**src/core/aisr_pkg.sv**
```systemverilog
// package: widths, encodings, states and state records of the adc i2c result port
package aisr_pkg;

    // link field widths
    localparam int ADDR_W = 7;
    localparam int BYTE_W = 8;
    localparam int CNT_W = 4;
    localparam int NBYTE_W = 3;
    localparam int WBYTE_W = 2;
    localparam int PRE_W = 3;
    localparam int RESULT_W = 32;
    localparam int CFG_W = 16;
    localparam int CODE_W = 24;
    localparam int SUB_W = 6;

    // bit counts and byte limits
    localparam logic [CNT_W-1:0] BYTE_LAST = 4'h8;
    localparam logic [NBYTE_W-1:0] RESULT_BYTES = 3'h4;
    localparam logic [WBYTE_W-1:0] CFG_BYTES = 2'h2;
    localparam logic RW_READ = 1'b1;

    // preamble and enable patterns at the head of the first configuration byte
    localparam logic [PRE_W-1:0] PRE_KEEP_A = 3'h0;
    localparam logic [PRE_W-1:0] PRE_KEEP_B = 3'h4;
    localparam logic [PRE_W-1:0] PRE_LOAD = 3'h5;

    // power-on setup: first pair differential, 50/60 Hz rejection, normal speed
    localparam logic [CFG_W-1:0] CFG_RESET = 16'ha000;

    // result word as shifted out, most significant field first
    typedef struct packed {
        logic sign;
        logic msb;
        logic [CODE_W-1:0] code;
        logic [SUB_W-1:0] sub;
    } aisr_result_s;

    // pins that arrive from outside the clock domain
    typedef struct packed {
        logic [ADDR_W-1:0] dev_addr;
        logic scl;
        logic sda;
    } aisr_pins_s;

    localparam aisr_pins_s PINS_IDLE = '{dev_addr: '0, scl: 1'b1, sda: 1'b1};

    typedef enum logic [2:0] {
        AISR_IDLE = 3'b000,
        AISR_ADDR = 3'b001,
        AISR_ADDR_ACK = 3'b010,
        AISR_READ = 3'b011,
        AISR_READ_ACK = 3'b100,
        AISR_WRITE = 3'b101,
        AISR_WRITE_ACK = 3'b110
    } aisr_state_e;

    typedef struct packed {
        aisr_state_e st;
        logic [CNT_W-1:0] cnt;
        logic [BYTE_W-1:0] shin;
        logic [RESULT_W-1:0] shout;
        logic rw;
        logic [NBYTE_W-1:0] nbytes;
        logic [WBYTE_W-1:0] wbytes;
        logic [PRE_W-1:0] pre;
        logic mack;
        logic wvalid;
        logic rd_active;
        logic sda_oe;
        logic bus_busy;
        logic busy;
        logic conv_start;
        aisr_result_s result;
        logic [CFG_W-1:0] cfg;
        logic scl_prev;
        logic sda_prev;
    } aisr_port_s;

    localparam aisr_port_s PORT_RESET = '{
        st: AISR_IDLE, cnt: '0, shin: '0, shout: '0, rw: 1'b0, nbytes: '0,
        wbytes: '0, pre: '0, mack: 1'b0, wvalid: 1'b0, rd_active: 1'b0,
        sda_oe: 1'b0, bus_busy: 1'b0, busy: 1'b1, conv_start: 1'b1,
        result: '0, cfg: CFG_RESET, scl_prev: 1'b1, sda_prev: 1'b1};

endpackage

```
**src/core/aisr_port.sv**
```systemverilog
// i2c slave result and configuration port of a delta-sigma converter
//
// What this block does
// - data line only pulled low or released
// - runs standard and fast mode bit rates
// - slave only; clock input, data two-way
// - start is data fall, clock high
// - stop is data rise, clock high
// - repeated start handled like start
// - eight data bits then one acknowledge
// - data changes only while clock low
// - address then direction, one means read
// - selected only on own pin address
// - nack while converting, ack when done
// - holds 32-bit result, 16-bit configuration
// - sleeps after conversion until addressed
// - four bytes read starts new conversion
// - result bits change on clock fall
// - bit 31 is sign, high when nonnegative
// - bit 30 flags range with sign
// - 24 code bits, then six sub bits
// - stop after write or short read converts
// - reset conversion uses default setup
// - preamble 000/100/101; only 101 loads channel
// - result held unchanged while asleep
`timescale 1ns/10ps
`default_nettype none

module aisr_port
    import aisr_pkg::*;
#(
    parameter int FIFO_DEPTH = 8
) (
    input wire logic clk,
    input wire logic rst_n,
    input wire logic scl_i,
    input wire logic sda_i,
    output logic sda_o,
    output logic sda_oe,
    input wire logic [ADDR_W-1:0] dev_addr,
    input wire aisr_result_s res_in,
    input wire logic res_in_valid,
    output logic res_in_ready,
    output logic conv_start,
    output logic converting,
    output logic [CFG_W-1:0] cfg_o,
    output logic bus_busy
);
    // all port state lives in one record, rebuilt every cycle
    aisr_port_s state_q;
    aisr_port_s state_d;

    // synchronised pins and the converter word leaving the fifo
    aisr_pins_s pins_raw;
    aisr_pins_s pins;
    aisr_result_s res_word;
    logic res_valid;

    // handshake and one-cycle strobes
    logic fifo_pop;
    logic start_conv;

    // bus events decoded from the synchronised lines
    logic scl_rise;
    logic scl_fall;
    logic start_seen;
    logic stop_seen;
    logic addr_match;

    // every pin passes two flops; 200 MHz sampling leaves wide margin at 400k
    assign pins_raw = '{dev_addr: dev_addr, scl: scl_i, sda: sda_i};

    aisr_sync #(
        .WIDTH($bits(aisr_pins_s)),
        .RESET_VAL(PINS_IDLE)
    ) u_sync (
        .clk(clk),
        .rst_n(rst_n),
        .async_i(pins_raw),
        .sync_o(pins)
    );

    // finished conversions queue here; the port drains only while converting
    aisr_fifo #(
        .WIDTH($bits(aisr_result_s)),
        .DEPTH(FIFO_DEPTH)
    ) u_fifo (
        .clk(clk),
        .rst_n(rst_n),
        .in_data(res_in),
        .in_valid(res_in_valid),
        .in_ready(res_in_ready),
        .out_data(res_word),
        .out_valid(res_valid),
        .out_ready(fifo_pop)
    );

    // clock edges and bus conditions seen on the synchronised lines
    assign scl_rise = pins.scl && !state_q.scl_prev;
    assign scl_fall = !pins.scl && state_q.scl_prev;
    assign start_seen = pins.scl && state_q.scl_prev && state_q.sda_prev && !pins.sda;
    assign stop_seen = pins.scl && state_q.scl_prev && !state_q.sda_prev && pins.sda;

    // the direction bit is the last one in, the address sits above it
    assign addr_match = (state_q.shin[BYTE_W-1:1] == pins.dev_addr);

    // next state: start and stop take priority over any bit handling
    always_comb begin
        state_d = state_q;
        fifo_pop = 1'b0;
        start_conv = 1'b0;
        state_d.conv_start = 1'b0;

        // last line levels; edges are judged against these
        state_d.scl_prev = pins.scl;
        state_d.sda_prev = pins.sda;

        // converter hands back a word: keep it and go to sleep
        if (state_q.busy && res_valid) begin
            fifo_pop = 1'b1;
            state_d.result = res_word;
            state_d.busy = 1'b0;
        end

        if (start_seen) begin
            // a repeated start lands here too and keeps the bus busy
            state_d.bus_busy = 1'b1;
            state_d.st = AISR_ADDR;
            state_d.cnt = '0;
            state_d.sda_oe = 1'b0;
        end else if (stop_seen) begin
            state_d.bus_busy = 1'b0;
            state_d.st = AISR_IDLE;
            state_d.sda_oe = 1'b0;
            // write or short read since the last stop triggers a conversion
            if ((state_q.wvalid || state_q.rd_active) && !state_q.busy) begin
                start_conv = 1'b1;
            end
            state_d.wvalid = 1'b0;
            state_d.rd_active = 1'b0;
        end else begin
            unique case (state_q.st)
                // released: bits after a nack are ignored until start or stop
                AISR_IDLE: begin
                    state_d.sda_oe = 1'b0;
                end

                // seven address bits and the direction bit
                AISR_ADDR: begin
                    if (scl_rise) begin
                        state_d.shin = {state_q.shin[BYTE_W-2:0], pins.sda};
                        state_d.cnt = state_q.cnt + 1'b1;
                    end else if (scl_fall && state_q.cnt == BYTE_LAST) begin
                        state_d.cnt = '0;
                        if (addr_match && !state_q.busy) begin
                            state_d.sda_oe = 1'b1;
                            state_d.rw = state_q.shin[0];
                            state_d.st = AISR_ADDR_ACK;
                            state_d.nbytes = '0;
                            state_d.wbytes = '0;
                            // a read copies the held result into the shifter
                            if (state_q.shin[0] == RW_READ) begin
                                state_d.rd_active = 1'b1;
                                state_d.shout = state_q.result;
                            end else begin
                                state_d.wvalid = 1'b1;
                            end
                        end else begin
                            // busy or not ours: line stays released
                            state_d.st = AISR_IDLE;
                        end
                    end
                end

                // end of our acknowledge: start sending or receiving
                AISR_ADDR_ACK: begin
                    if (scl_fall) begin
                        state_d.cnt = '0;
                        // a read puts the sign bit out at once, a write waits
                        if (state_q.rw == RW_READ) begin
                            state_d.st = AISR_READ;
                            state_d.sda_oe = !state_q.shout[RESULT_W-1];
                            state_d.shout = {state_q.shout[RESULT_W-2:0], 1'b0};
                        end else begin
                            state_d.st = AISR_WRITE;
                            state_d.sda_oe = 1'b0;
                        end
                    end
                end

                // result bits leave on the falling clock, sign first
                AISR_READ: begin
                    if (scl_rise) begin
                        state_d.cnt = state_q.cnt + 1'b1;
                    end else if (scl_fall) begin
                        if (state_q.cnt == BYTE_LAST) begin
                            // hand the line to the master for its acknowledge
                            state_d.sda_oe = 1'b0;
                            state_d.st = AISR_READ_ACK;
                            state_d.nbytes = state_q.nbytes + 1'b1;
                            // the fourth byte out converts, whatever the master acks
                            if (state_q.nbytes + 1'b1 == RESULT_BYTES && !state_q.busy) begin
                                start_conv = 1'b1;
                                state_d.rd_active = 1'b0;
                            end
                        end else begin
                            state_d.sda_oe = !state_q.shout[RESULT_W-1];
                            state_d.shout = {state_q.shout[RESULT_W-2:0], 1'b0};
                        end
                    end
                end

                // master acknowledge decides whether another byte follows
                AISR_READ_ACK: begin
                    if (scl_rise) begin
                        state_d.mack = !pins.sda;
                    end else if (scl_fall) begin
                        state_d.cnt = '0;
                        // low on the ninth clock asks for more, up to four bytes
                        if (state_q.mack && state_q.nbytes != RESULT_BYTES) begin
                            state_d.st = AISR_READ;
                            state_d.sda_oe = !state_q.shout[RESULT_W-1];
                            state_d.shout = {state_q.shout[RESULT_W-2:0], 1'b0};
                        end else begin
                            // last byte out or master done: released, wait for stop
                            state_d.st = AISR_IDLE;
                        end
                    end
                end

                // configuration bytes; a third byte is refused
                AISR_WRITE: begin
                    if (scl_rise) begin
                        state_d.shin = {state_q.shin[BYTE_W-2:0], pins.sda};
                        state_d.cnt = state_q.cnt + 1'b1;
                    end else if (scl_fall && state_q.cnt == BYTE_LAST) begin
                        state_d.cnt = '0;
                        // a third byte gets no acknowledge and is dropped
                        if (state_q.wbytes < CFG_BYTES) begin
                            state_d.sda_oe = 1'b1;
                            state_d.st = AISR_WRITE_ACK;
                            state_d.wbytes = state_q.wbytes + 1'b1;
                            // first byte carries the preamble, the second the modes
                            if (state_q.wbytes == '0) begin
                                state_d.pre = state_q.shin[BYTE_W-1:BYTE_W-PRE_W];
                                // only the load pattern replaces the channel choice
                                if (state_q.shin[BYTE_W-1:BYTE_W-PRE_W] == PRE_LOAD) begin
                                    state_d.cfg[CFG_W-1:BYTE_W] = state_q.shin;
                                end
                            end else if (state_q.pre == PRE_LOAD ||
                                         state_q.pre == PRE_KEEP_B) begin
                                state_d.cfg[BYTE_W-1:0] = state_q.shin;
                            end
                        end else begin
                            state_d.st = AISR_IDLE;
                        end
                    end
                end

                // our acknowledge stands until the ninth clock falls
                AISR_WRITE_ACK: begin
                    if (scl_fall) begin
                        state_d.sda_oe = 1'b0;
                        state_d.st = AISR_WRITE;
                    end
                end

                // spare codes cannot occur; fall back to a released idle
                default: begin
                    state_d.st = AISR_IDLE;
                    state_d.sda_oe = 1'b0;
                end
            endcase
        end

        // a new conversion leaves sleep; the held result stays until the next word replaces it
        if (start_conv) begin
            state_d.busy = 1'b1;
            state_d.conv_start = 1'b1;
        end
    end

    // reset leaves busy set and a start pulse out with the default setup
    always_ff @(posedge clk) begin
        if (!rst_n) begin
            state_q <= PORT_RESET;
        end else begin
            state_q <= state_d;
        end
    end

    // open drain: the output level is always low, only the enable moves
    assign sda_o = 1'b0;
    assign sda_oe = state_q.sda_oe;

    // status and setup come straight from registers
    assign conv_start = state_q.conv_start;
    assign converting = state_q.busy;
    assign cfg_o = state_q.cfg;
    assign bus_busy = state_q.bus_busy;
endmodule // aisr_port

`default_nettype wire

```
**src/core/aisr_sync.sv**
```systemverilog
// two flip-flop synchroniser for pins from outside the clock domain
`timescale 1ns/10ps
`default_nettype none

module aisr_sync #(
    parameter int WIDTH = 1,
    parameter logic [WIDTH-1:0] RESET_VAL = '0
) (
    input wire logic clk,
    input wire logic rst_n,
    input wire logic [WIDTH-1:0] async_i,
    output logic [WIDTH-1:0] sync_o
);
    typedef struct packed {
        logic [WIDTH-1:0] meta;
        logic [WIDTH-1:0] stable;
    } aisr_sync_s;

    aisr_sync_s state_q;
    aisr_sync_s state_d;

    // meta stage feeds only the stable stage
    always_comb begin
        state_d.meta = async_i;
        state_d.stable = state_q.meta;
    end

    always_ff @(posedge clk) begin
        if (!rst_n) begin
            state_q <= '{meta: RESET_VAL, stable: RESET_VAL};
        end else begin
            state_q <= state_d;
        end
    end

    assign sync_o = state_q.stable;
endmodule // aisr_sync

`default_nettype wire

```
**src/core/aisr_fifo.sv**
```systemverilog
// result word fifo between the converter and the serial port
`timescale 1ns/10ps
`default_nettype none

module aisr_fifo #(
    parameter int WIDTH = 32,
    parameter int DEPTH = 8
) (
    input wire logic clk,
    input wire logic rst_n,
    input wire logic [WIDTH-1:0] in_data,
    input wire logic in_valid,
    output logic in_ready,
    output logic [WIDTH-1:0] out_data,
    output logic out_valid,
    input wire logic out_ready
);
    localparam int AW = $clog2(DEPTH);
    localparam logic [AW-1:0] PTR_LAST = AW'(DEPTH - 1);
    localparam logic [AW:0] CNT_FULL = (AW + 1)'(DEPTH);

    typedef struct packed {
        logic [DEPTH-1:0][WIDTH-1:0] mem;
        logic [AW-1:0] wr;
        logic [AW-1:0] rd;
        logic [AW:0] cnt;
    } aisr_fifo_s;

    aisr_fifo_s state_q;
    aisr_fifo_s state_d;
    logic push;
    logic pop;

    // pointers wrap at depth so any depth works, not only powers of two
    always_comb begin
        state_d = state_q;
        push = in_valid && in_ready;
        pop = out_valid && out_ready;
        if (push) begin
            state_d.mem[state_q.wr] = in_data;
            state_d.wr = (state_q.wr == PTR_LAST) ? '0 : state_q.wr + 1'b1;
        end
        if (pop) begin
            state_d.rd = (state_q.rd == PTR_LAST) ? '0 : state_q.rd + 1'b1;
        end
        if (push && !pop) begin
            state_d.cnt = state_q.cnt + 1'b1;
        end else if (pop && !push) begin
            state_d.cnt = state_q.cnt - 1'b1;
        end
    end

    always_ff @(posedge clk) begin
        if (!rst_n) begin
            state_q <= '0;
        end else begin
            state_q <= state_d;
        end
    end

    assign in_ready = (state_q.cnt != CNT_FULL);
    assign out_valid = (state_q.cnt != '0);
    assign out_data = state_q.mem[state_q.rd];
endmodule // aisr_fifo

`default_nettype wire

```
**config.mk**
```make
export PLATFORM = sky130hd
export DESIGN_NAME = aisr_port
export DESIGN_NICKNAME = d
export VERILOG_FILES = /design/src/core/aisr_pkg.sv /design/src/core/aisr_port.sv /design/src/core/aisr_sync.sv /design/src/core/aisr_fifo.sv
export SDC_FILE = /design/constraint.sdc
export NUM_CORES = 1
export LEC_CHECK = 0
export ABC_AREA = 1
export BUFFER_PORTS_ARGS = -buffer_cell sky130_fd_sc_hd__buf_2
export CAP_MARGIN = 10
export CORE_AREA = 3 3 213 173
export CTS_BUF_LIST = sky130_fd_sc_hd__clkbuf_4
export DETAILED_ROUTE_END_ITERATION = 12
export DIE_AREA = 0 0 216 176
export MAX_ROUTING_LAYER = met4
export PLACE_DENSITY = 0.66
export RECOVER_POWER = 50
export SLEW_MARGIN = 20
export SYNTH_ARGS = -nofsm -noshare
export SYNTH_HDL_FRONTEND = slang
export SYNTH_SLANG_ARGS = --single-unit
export TNS_END_PERCENT = 20
```
**constraint.sdc**
```tcl
create_clock -name clk -period 2.5 [get_ports clk]
set_input_delay 0.5 -clock clk [delete_from_list [all_inputs] [get_ports clk]]
set_output_delay 0.5 -clock clk [all_outputs]
set_load 0.01 [all_outputs]
```
# After elaboration in Yosys (flattened, before gate mapping)
# Cells that the tools add are included.
[totals] regBits=397 inputBits=44 out_inout_bits=22 elab_cells=267
[op_classes] addsub=7 order_cmp=4 n_eq_ne=58 mux=95 bitwise=6 n_reduce_logical=60
[ops] operator="$mux 32" count=11
[ops] operator="$bwmux 256" count=1
[ops] operator="$pmux 32 s4" count=1
[ops] operator="$mux 38" count=3
[ops] operator="$bmux 32 s3" count=1
[ops] operator="$demux 32 s3" count=1
[ops] operator="$mux 3" count=19
[ops] operator="$mux 54" count=1
[ops] operator="$ne 4x4->1 const B" count=12
[ops] operator="$ne 2x2->1 const B" count=18
[ops] operator="$ne 3x3->1 const B" count=12
[ops] operator="$mux 7" count=5
[ops] operator="$mux 1" count=31
[ops] operator="$eq 3x3->1 const B" count=9
[ops] operator="$reduce_and 12->1" count=2
[ops] operator="$reduce_and 8->1" count=3
[ops] operator="$pmux 3 s7" count=1
[ops] operator="$mux 4" count=5
[ops] operator="$mux 5" count=4
[ops] operator="$pmux 4 s5" count=1
[ops] operator="$logic_and 1x1->1" count=18
[ops] operator="$reduce_and 9->1" count=2
[ops] operator="$mux 8" count=2
[ops] operator="$reduce_and 15->1" count=1
[ops] operator="33 further kinds" count=66

# Logic depth before layout (Yosys ltp)
# Gate-level depths: netlist of run 1.
[logic_depth] depth_word=11 depth_mapped=15 ltp_nobuf=15

# Modules after synthesis
# A second synthesis of run 1 with hierarchy kept.
[hier_totals] cells_unflattened=3091 hier_area_um2=19593.8
[by_module_without_submodules] module="aisr_fifo" n_inst=1 cells_per_inst=2211 area_per_inst_um2=13553.0
[by_module_without_submodules] module="aisr_port" n_inst=1 cells_per_inst=824 area_per_inst_um2=5514.0
[by_module_without_submodules] module="aisr_sync" n_inst=1 cells_per_inst=56 area_per_inst_um2=526.8

# Least setup slack after synthesis of run 1
# Ideal clock, no wire load.
[synth_timing] path_type="register -> register" from="register state_q (netlist bit converting)" to="register u_fifo.state_q[3] in the netlist's numbering" setup_ns=0.119 arrival_time_ns=2.248 slack_ns=0.133 stages_incl_launch_ff=16 synth_period_minus_slack_ns=2.367 cell_sequence="dfxtp_1 -> inv_1 -> a31oi_1 -> clkbuf_1 -> inv_1 -> ha_1 -> inv_1 -> ha_1 -> nand2_1 -> nand2_1 -> a21oi_1 -> nor2_1 -> nor2_1 -> nand2_1 -> o21ai_0 -> a21oi_1"
[synth_between] elab_chain_cells=6 word_cells_on_any_way=8 classes_between="2 x mux; 6 x reduce/logical"
[synth_rtl] item="from (decl)" line_no="aisr_port.sv:50" rtl="aisr_port_s state_q;"
[synth_rtl] item="from (signal assigned)" line_no="aisr_port.sv:288" rtl="state_q <= state_d;"
[synth_rtl] item="$logic_and 1x1->1 *" line_no="aisr_port.sv:119" rtl="if (state_q.busy && res_valid) begin"
[synth_rtl] item="$mux 1 *" line_no="aisr_port.sv:119"
[synth_rtl] item="$logic_and 1x1->1 *" line_no="aisr_fifo.sv:38" rtl="pop = out_valid && out_ready;"
[synth_rtl] item="$logic_not 1->1" line_no="aisr_fifo.sv:46" rtl="if (push && !pop) begin"
[synth_rtl] item="$logic_and 1x1->1" line_no="aisr_fifo.sv:46"
[synth_rtl] item="$mux 4 / $reduce_bool 2->1 (equally long branches)"
[synth_rtl] item="to (signal assigned)" line_no="aisr_fifo.sv:57" rtl="state_q <= state_d;"
[synth_rtl] item="to (decl)" line_no="aisr_fifo.sv:29" rtl="aisr_fifo_s state_q;"
# Mark *: on every way between the ends. The rest lies on a longest branch, timed or not.
# A chain may end at the register's enable or synchronous reset.

# Worst setup path after layout of run 1
[layout_timing] from="register state_q[106] in the netlist's numbering" to="register state_q[109] in the netlist's numbering"
[layout_between] elab_chain_cells=4 word_cells_on_any_way=10 classes_between="1 x add/sub; 3 x eq/ne; 4 x mux; 2 x reduce/logical"
[layout_rtl] item="parallel branches: the longest is 4 deep, another holds $add 4x1->4"
# Several ways; the timed one is not identified. The select of a mux whose other input is x is not followed.

==> reports/results.tsv, run 1 <==
stage	metric	value	unit
timing	fin_crit	2.31	ns
timing	worst_slew_pin_slew	1.15	ns
synthesis	ys_seq_area_share	45.7	%
clock_tree	cts_buffers	99	
die	coreArea	34800	um2
synthesis	synth_top_family_by_area	compound AO/OA/AOI/OAI gates	
critical_path	critPathKind	reg -> reg	
final_layout	fill_cells	3468	
power_and_ir_drop	ir_drop	717	uV
global_route	grt_first_pass_wirelength	74.4	mm
final_layout	fin_util	55.2	%
clock_tree	clk_latency	0.80	ns
placed_design	gp_congestion	0.863	
timing	rsz0062_at_grt	false	
critical_path	cpPeakStageDelay	0.37	ns
timing	fin_crit_sh	92.3	%
clock_tree	cts_sinks	396	
timing	maxSlewViolCount	0	
critical_path	critPathMaxFanout	8	
final_layout	finalInstanceArea	19200	um2
final_layout	nNetsFinal	2510	
synthesis	synth.net_count	2483	
clock_tree	cts_max_path_buffers	3	
routing	post_drt_wl_per_cell	15.1	um
synthesis	synth_simple_gate_area_share	11.4	%
critical_path	cp-start-kind	flop	
routing	wl_met3	2.52	mm
final_layout	drive_gt1_share	10.5	%
placed_design	place_hpwl	25.5	mm
synthesis	async_flop_share	0	%
critical_path	path_buf_inv	2	
synthesis	avgSynthCellArea	7.14	um2
die	fp.dieW	216	um
clock_tree	post_cts_buffers	0	
synthesis	ys_seq_elements	396	
critical_path	path_delay_family	simple AND/OR/NAND/NOR gates	
timing	slew_headroom	23.0	%
clock_tree	cts-htree-levels	3	
critical_path	arrival	2.94	ns
global_route	grt_pass1_vias	14700	
clock_tree	cts_root_buffer	clkbuf_4	
placed_design	placed_cell_area	18000	um2
die	die_h	176	um
min_path	min_from	res_in[15]	
die	pin_count	66	
global_route	grt_overflow_total	0	
synthesis	synth_edf_count	0	
timing	setup_viol_count_final	0	
critical_path	critPathLaunch	state_q[106]$_SDFFE_PP0P_	
synthesis	synth_area_leaders	dfxtp_1 46%, a21oi_1 14%, o21ai_0 14%	
synthesis	synth_warnings	0	
critical_path	crit_required	3.13	ns
status	outcome	finished, final reports clean	
die	die-area	38000	um2
die	rows	61	
timing	fmax	434	MHz
synthesis	synth_ff_type	dfxtp_1	
synthesis	netlist_area	17300	um2
routing	vias	15600	
synthesis	yosysMostFrequentCell	a21oi_1	
synthesis	netlist_instances	2426	
critical_path	cpMaxStageDelayCell	o21ai_1	
synthesis	synth.top_cells.by_count	491 x a21oi_1, 474 x o21ai_0, 396 x dfxtp_1	
run	drv_cap	0	
routing	ant_nets	0	
synthesis	synthMuxAreaShare	0	%
synthesis	synthAdderAreaFrac	0.982	%
clock_tree	clk_pin_slew_worst_paths	0.07	ns
final_layout	area_growth	10.9	%
synthesis	yosysTopAreaCell	dfxtp_1	
synthesis	yosysTopAreaCellShare	45.7	%
timing	finClkSkew	0.0385	ns
synthesis	ys_types	40	
routing	top_layer	met4	
die	start_util	49.8	%
routing	drtPass1Iterations	5	
routing	wirelength	45.0	mm
global_route	antenna_found_initial	2	
timing	hold_viol_final	0	
synthesis	synth_compound_area_share	28.9	%
global_route	grt_usage	24.5	%
critical_path	end_kind	flop	
routing	drc_errors	0	
min_path	hold_path_class	in -> reg	
power_and_ir_drop	p_leak	0.00738	uW
final_layout	layout.area.seq	7930	um2
routing	wl_met1	21.2	mm
routing	vias_per_cell	5.21	
critical_path	r2r_start	state_q[106]$_SDFFE_PP0P_	
timing	setup-tns-final	0	ns
placed_design	port_buffers	64	
synthesis	synth_xor_xnor_area_share	0.0505	%
global_route	grt_max_degree	130	
clock_tree	cts_tree	built	
routing	wl_met2	20.3	mm
critical_path	path_cells	inv_1 > ha_1 > nand2_1 > nor2_1 > nand2_1 > inv_2 > o21ai_0 > nand2_1 > nand2_1 > o21ai_1 > a21oi_1	
final_layout	multi_input_area	7240	um2
routing	drtIter0Drc	1083	
critical_path	cp_common_cell	nand2_1	
power_and_ir_drop	powerDensity	1070	nW/um2
power by group:
group | total (uW) | switching [uW] | leakage, uW | internal, uW
clock network | 5440 | 2550 | 0.000719 | 2880
registers | 7640 | 398 | 0.00323 | 7240
logic | 7470 | 5080 | 0.00344 | 2390
path summary, 6_finish.rpt:
| check | end | cells past startpoint | slack, ns |
|---|---|---|---|
| setup / recovery | state_q[109]$_SDFFE_PP0P_ | 11 | 0.19 |
| hold / removal | u_fifo.state_q[185]$_SDFFE_PN0P_ | 3 | 0.09 |
| setup reg to reg | state_q[109]$_SDFFE_PP0P_ | 11 | 0.19 |
| hold reg to reg | u_sync.sync_o[4]$_SDFF_PN0_ | 2 | 0.40 |
placed cells by master, fill, tap and decap left out, types with 5 or more instances in the layout:
master	count
buf_4	19
nor3_1	5
nor2_1	85
dfxtp_1	395
o21ai_0	474
inv_1	353
dlygate4sd3_1	9
a211oi_1	11
nand3_1	85
nand2_1	257
inv_2	15
clkbuf_1	24
buf_12	11
clkbuf_4	137
buf_2	43
nand4_1	6
a21oi_1	491
ha_1	12
clkinv_1	21
kinds of logic after synthesis:
group	count (synthesis)
other	1
xor gates and xnor gates	1
adders and majority gates	13
AOI/OAI and AO/OA	990
DFF	396
buffers and inverters	561
and+or+nand+nor	464
sequential cells by signal, summed over array words and instances, names as in the netlist:
register,flops
bus_busy,1
cfg_o,16
conv_start,1
converting,1
sda_oe,1
state_q,92
u_fifo.state_q,266
u_sync.state_d,9
u_sync.sync_o,9
stage by stage:
stage	hold WS, ns	power [uW]	instances	setup slack (ns)
floorplan	0.390	13300	2426	0.133
global placement	0.397	15100	2815	0.229
detailed placement	0.395	15200	2815	0.139
CTS	0.00143	20800	2985	0.137
global route	0.00910	22300	2987	0.0000695
finish	0.0875	20500	2987	0.194
metal layers:
layer / GRT usage [%] / up-vias
li1: - / 8044
met1: 32.3 / 7010
met2: 38.3 / 418
met3: 4.54 / 92
met4: 8.37 / 0
met5: - / -
cell type report:
class | count | area share [%]
well taps | 472 | 3.07
flip-flops and latches | 396 | 41.2
inverters | 373 | 7.29
repair buffers | 114 | 4.32
clock buffers | 135 | 5.27
clock inverters | 26 | 1.11
multi-input cells | 1469 | 37.7
diodes | 2 | 0.0260
repair_timing:
item | in CTS | in global routing
setup endpoints to repair | 0 | 31
resized for setup | 0 | 4
endpoints found under the hold margin | 9 | 0
hold buffers | 9 | 0
worst reg2reg max path, stage by stage, from the launching register on:
cell and delay (ns):
dfxtp_1 0.33, inv_1 0.08, ha_1 0.16, nand2_1 0.07
nor2_1 0.17, nand2_1 0.29, inv_2 0.25, o21ai_0 0.10
nand2_1 0.07, nand2_1 0.17, o21ai_1 0.37, a21oi_1 0.09
Note: power is estimated with default switching activity, not from simulation.
==> run 2: changes to the inputs <==
--- a/config.mk
+++ b/config.mk
@@ -12,6 +12,7 @@
 export CTS_BUF_LIST = sky130_fd_sc_hd__clkbuf_4
 export DETAILED_ROUTE_END_ITERATION = 12
 export DIE_AREA = 0 0 216 176
+export HOLD_SLACK_MARGIN = 0.15
 export MAX_ROUTING_LAYER = met4
 export PLACE_DENSITY = 0.66
 export RECOVER_POWER = 50
==> reports/results.tsv, run 2 (synthesis results as in run 1) <==
stage	metric	value	unit
timing	setup_viol_count_final	0	
critical_path	rr_worst_depth	14	
placed_design	port_buffers	64	
min_path	hold_path_class	reg -> reg	
clock_tree	clk_latency	0.80	ns
timing	fin_worst_hold_slack	0.401	ns
critical_path	path_buf_inv	3	
clock_tree	cts_max_path_buffers	3	
critical_path	cpMaxStageDelayCell	dfxtp_1	
final_layout	final_cell_mix	491 x a21oi_1, 474 x o21ai_0, 394 x dfxtp_1, 349 x inv_1, 256 x nand2_1	
final_layout	drive_gt1_share	10.7	%
status	outcome	finished, final reports clean	
final_layout	top_register	u_fifo.state_q	
power_and_ir_drop	powerDensity	1050	nW/um2
critical_path	arrival	3.01	ns
timing	rsz0062_at_grt	false	
routing	wl_met1	21.2	mm
die	die-area	38000	um2
routing	ant_nets	0	
placed_design	place_hpwl	25.5	mm
clock_tree	cts_buffers	99	
routing	post_drt_wl_per_cell	15.0	um
final_layout	fill_cells	3438	
routing	wl_met3	2.60	mm
power_and_ir_drop	comb_power_share	36.4	%
power_and_ir_drop	ir_drop	733	uV
routing	drtIter0Drc	1112	
global_route	grt_overflow_total	0	
timing	worst_slew_pin_slew	1.21	ns
global_route	antenna_found_initial	1	
min_path	min_delay_path_depth	2	
power_and_ir_drop	p_int	12600	uW
critical_path	cpPeakStageDelay	0.45	ns
die	die_h	176	um
critical_path	path_delay_family	compound AO/OA/AOI/OAI gates	
final_layout	final_common_cell	a21oi_1	
clock_tree	cts_tree	built	
power_and_ir_drop	p_leak	0.00752	uW
clock_tree	post_cts_buffers	0	
final_layout	largest_reg_flops	266	
timing	setup-tns-final	0	ns
placed_design	gp_congestion	0.863	
critical_path	rr_endpoint	u_fifo.state_q[3]$_SDFFE_PN0P_	
clock_tree	cts_sinks	396	
critical_path	r2r_start	converting$_SDFFE_PP1P_	
placed_design	post-place-ws	0.139	ns
critical_path	cp-start-kind	flop	
power_and_ir_drop	sw_frac_of_total	39.1	%
critical_path	critPathKind	reg -> reg	
timing	hold_viol_final	0	
critical_path	crit_required	3.17	ns
min_path	min_to	u_sync.sync_o[4]$_SDFF_PN0_	
power_and_ir_drop	p_clk_share	26.4	%
timing	fmax	429	MHz
global_route	grt_max_degree	130	
global_route	grt_usage	24.6	%
power_and_ir_drop	p_switching	8050	uW
timing	fin_crit_sh	93.3	%
routing	drc_errors	0	
routing	drtPass1Iterations	6	
clock_tree	cts-htree-levels	3	
die	fp.dieW	216	um
die	coreArea	34800	um2
critical_path	path_cells	inv_1 > a31oi_1 > inv_1 > ha_1 > inv_1 > ha_1 > nand2_1 > nand2_1 > a21oi_1 > nor2_1 > nor2_1 > nand2_1 > o21ai_0 > a21oi_1	
final_layout	area_growth	12.8	%
routing	wirelength	45.2	mm
run	drv_cap	0	
routing	vias	15700	
final_layout	nNetsFinal	2544	
global_route	grt_first_pass_wirelength	75.0	mm
min_path	min_from	u_sync.state_d[4]$_SDFF_PN0_	
critical_path	r2r_slack	0.17	ns
routing	wl_met2	20.4	mm
critical_path	end_kind	flop	
final_layout	fin_util	56.2	%
critical_path	critPathMaxFanout	5	
timing	slew_headroom	19.4	%
clock_tree	clk_pin_slew_worst_paths	0.07	ns
power_and_ir_drop	seqPwrFrac	37.2	%
die	rows	61	
timing	maxSlewViolCount	0	
global_route	grt_pass1_vias	14900	
timing	finClkSkew	0.0432	ns
die	pin_count	66	
routing	top_layer	met4	
timing	finalWorstSetupSlack	0.167	ns
routing	vias_per_cell	5.21	
timing	fin_crit	2.33	ns
clock_tree	cts_root_buffer	clkbuf_4	
die	start_util	49.8	%
==> run 2: cell count changes in the layout (fill, tap and decap cells not counted), moves of 2 or more <==
cell / previous run / this run
clkbuf_2: 2 / 4
inv_1: 353 / 349
inv_2: 15 / 19
clkbuf_1: 24 / 20
dlygate4sd3_1: 9 / 43
buf_4: 19 / 23
==> run 2: routing by layer <==
layer / global-route usage [%] / vias up
met5: - / -
met4: 8.29 / 0
met3: 4.34 / 93
met2: 38.7 / 443
met1: 32.5 / 7093
li1: - / 8103
==> run 2: how the worst max path moves through the flow <==
stage | startpoint | endpoint | cells after the start
floorplan | converting$_SDFFE_PP1P_ | u_fifo.state_q[3]$_SDFFE_PN0P_ | 15
global placement | u_fifo.state_q[0]$_SDFFE_PN0P_ | u_fifo.state_q[3]$_SDFFE_PN0P_ | 15
detailed placement | u_fifo.state_q[0]$_SDFFE_PN0P_ | u_fifo.state_q[3]$_SDFFE_PN0P_ | 15
CTS | u_fifo.state_q[0]$_SDFFE_PN0P_ | u_fifo.state_q[3]$_SDFFE_PN0P_ | 15
global route | state_q[106]$_SDFFE_PP0P_ | state_q[109]$_SDFFE_PP0P_ | 11
finish | converting$_SDFFE_PP1P_ | u_fifo.state_q[3]$_SDFFE_PN0P_ | 14
==> run 2: repair_timing <==
action,in CTS,in global routing
endpoints found under the setup margin,0,31
hold buffers,43,0
gates resized for setup,0,4
endpoints found under the hold margin,286,0
==> run 2: area by class of cell <==
| type | instances | area, um2 | share of cell area (%) |
|---|---|---|---|
| antenna | 1 | 2.50 | 0.0128 |
| clock buffer | 135 | 1010 | 5.18 |
| clock inverter | 26 | 214 | 1.09 |
| inverter | 373 | 1400 | 7.17 |
| multi-input combinational | 1469 | 7230 | 37.0 |
| sequential | 396 | 7930 | 40.6 |
| tap | 472 | 591 | 3.02 |
| timing repair buffer | 148 | 1170 | 5.99 |
==> run 2: worst register-to-register path, stage by stage (launching register included) <==
cell and delay (ns):
dfxtp_1 0.45, inv_1 0.10, a31oi_1 0.23, inv_1 0.11
ha_1 0.25, inv_1 0.14, ha_1 0.25, nand2_1 0.06
nand2_1 0.05, a21oi_1 0.16, nor2_1 0.06, nor2_1 0.08
nand2_1 0.07, o21ai_0 0.14, a21oi_1 0.06
==> run 2: power by group through the flow <==
stage	combinational, uW	sequential [uW]	clock [uW]
global placement	7320	7750	0
floorplan	5620	7650	0
global route	8670	7750	5950
finish	7500	7650	5450
CTS	7560	7640	5610
detailed placement	7460	7780	0
==> run 2: per-stage QoR <==
stage                     area (um2)  power (uW)  std cells
final                          19600       20600       3020
after global routing           19600       22400       3020
after CTS                      19700       20800       3019
after detailed placement       18000       15200       2815
after global placement         18000       15100       2815
after floorplan                17300       13300       2426
==> run 3: changes to the inputs <==
--- a/config.mk
+++ b/config.mk
@@ -14,7 +14,7 @@
 export DIE_AREA = 0 0 216 176
 export HOLD_SLACK_MARGIN = 0.15
 export MAX_ROUTING_LAYER = met4
-export PLACE_DENSITY = 0.66
+export PLACE_DENSITY = 0.73
 export RECOVER_POWER = 50
 export SLEW_MARGIN = 20
 export SYNTH_ARGS = -nofsm -noshare
==> reports/results.tsv, run 3 (synthesis results as in run 1) <==
stage	metric	value	unit
clock_tree	cts_sinks	396	
global_route	grt_overflow_total	0	
final_layout	largest_reg_flops	266	
clock_tree	cts_buffers	100	
timing	maxSlewViolCount	0	
clock_tree	clk_pin_slew_worst_paths	0.07	ns
routing	wirelength	43.1	mm
timing	finClkSkew	0.0590	ns
power_and_ir_drop	powerDensity	1070	nW/um2
die	coreArea	34800	um2
timing	setup-tns-final	0	ns
critical_path	arrival	3.01	ns
routing	drtPass1Iterations	6	
timing	fin_crit_sh	92.3	%
die	start_util	49.8	%
final_layout	fin_util	56.1	%
timing	fin_crit	2.31	ns
final_layout	area_growth	12.6	%
routing	vias_per_cell	5.24	
timing	rsz0062_at_grt	false	
clock_tree	post_cts_buffers	0	
critical_path	cp-start-kind	input port	
global_route	grt_usage	23.1	%
final_layout	nNetsFinal	2537	
clock_tree	cts_root_buffer	clkbuf_4	
routing	drc_errors	0	
final_layout	top_register	u_fifo.state_q	
run	drv_cap	0	
placed_design	place_hpwl	24.8	mm
timing	fmax	433	MHz
die	rows	61	
die	pin_count	66	
placed_design	port_buffers	64	
critical_path	critPathKind	in -> reg	
global_route	grt_max_degree	146	
power_and_ir_drop	p_leak	0.00753	uW
clock_tree	cts-htree-levels	3	
clock_tree	clk_latency	0.80	ns
clock_tree	cts_max_path_buffers	3	
timing	slew_headroom	12.6	%
min_path	hold_path_class	reg -> reg	
placed_design	gp_congestion	0.843	
global_route	antenna_found_initial	1	
critical_path	critPathMaxFanout	145	
timing	hold_viol_final	0	
status	outcome	finished, final reports clean	
final_layout	final_cell_mix	491 x a21oi_1, 474 x o21ai_0, 394 x dfxtp_1, 351 x inv_1, 256 x nand2_1	
die	fp.dieW	216	um
timing	worst_slew_pin_slew	1.31	ns
critical_path	crit_required	3.20	ns
clock_tree	cts_tree	built	
routing	drtIter0Drc	1385	
global_route	grt_first_pass_wirelength	71.6	mm
routing	vias	15900	
critical_path	end_kind	flop	
routing	ant_nets	0	
die	die_h	176	um
timing	setup_viol_count_final	0	
power_and_ir_drop	ir_drop	691	uV
final_layout	final_common_cell	a21oi_1	
die	die-area	38000	um2
final_layout	drive_gt1_share	10.7	%
routing	post_drt_wl_per_cell	14.3	um
global_route	grt_pass1_vias	15000	
run 3: metal layers:
metal  part of all wire, %  track usage, %  up-vias
li1                      -               -     8099
met1                    47            30.0     7245
met2                    45            36.2      426
met3                   5.6            4.42       82
met4                   2.2            8.34        0
met5                     0               -        -
run 3: cell type report:
class                           count  area [um2]
Clock inverter                     23         199
Fill cell                        3324       15300
Tap cell                          472         591
Antenna cell                        2        5.00
Sequential cell                   396        7930
Multi-Input combinational cell   1469        7220
Clock buffer                      148        1110
Timing Repair Buffer              140        1050
Inverter                          373        1400
run 3: worst paths after layout:
check                                                    start  depth (start not counted)                               end  slack, ns
worst max-delay path                                     rst_n                          5  u_fifo.state_q[189]$_SDFFE_PN0P_       0.19
worst min-delay path              u_sync.state_d[2]$_SDFF_PN0_                          2       u_sync.sync_o[2]$_SDFF_PN0_       0.38
worst max register to register  u_fifo.state_q[1]$_SDFFE_PN0P_                         15    u_fifo.state_q[3]$_SDFFE_PN0P_       0.19
worst min register to register    u_sync.state_d[2]$_SDFF_PN0_                          2       u_sync.sync_o[2]$_SDFF_PN0_       0.38
run 3: report_power, final:
group | switching (uW) | leakage, uW | internal [uW]
logic | 5120 | 0.00352 | 2430
clock network | 2590 | 0.000780 | 3100
registers | 415 | 0.00323 | 7250
total | 8130 | 0.00753 | 12800
run 3: repair_timing:
item,4_1_cts,5_1_grt
hold buffers,43,0
hold endpoints to repair,310,0
gates resized for setup,0,3
endpoints found under the setup margin,0,2
run 3: worst max-delay path, stage by stage:
cell and delay (ns):
dlygate4sd3_1 0.54, clkbuf_8 0.32, clkbuf_4 1.04, o21ai_0 0.27, a21oi_1 0.21
run 3: through the flow:
stage | cell area (um2) | hold WS (ns) | power (uW) | setup WS [ns] | std cells
final | 19500 | 0.380 | 20900 | 0.192 | 3023
after global routing | 19500 | 0.405 | 22500 | 0.0281 | 3023
after CTS | 19600 | 0.363 | 21100 | 0.0746 | 3021
after detailed placement | 17900 | 0.398 | 15300 | 0.0890 | 2807
after global placement | 17900 | 0.399 | 15000 | 0.206 | 2807
after floorplan | 17300 | 0.390 | 13300 | 0.133 | 2426
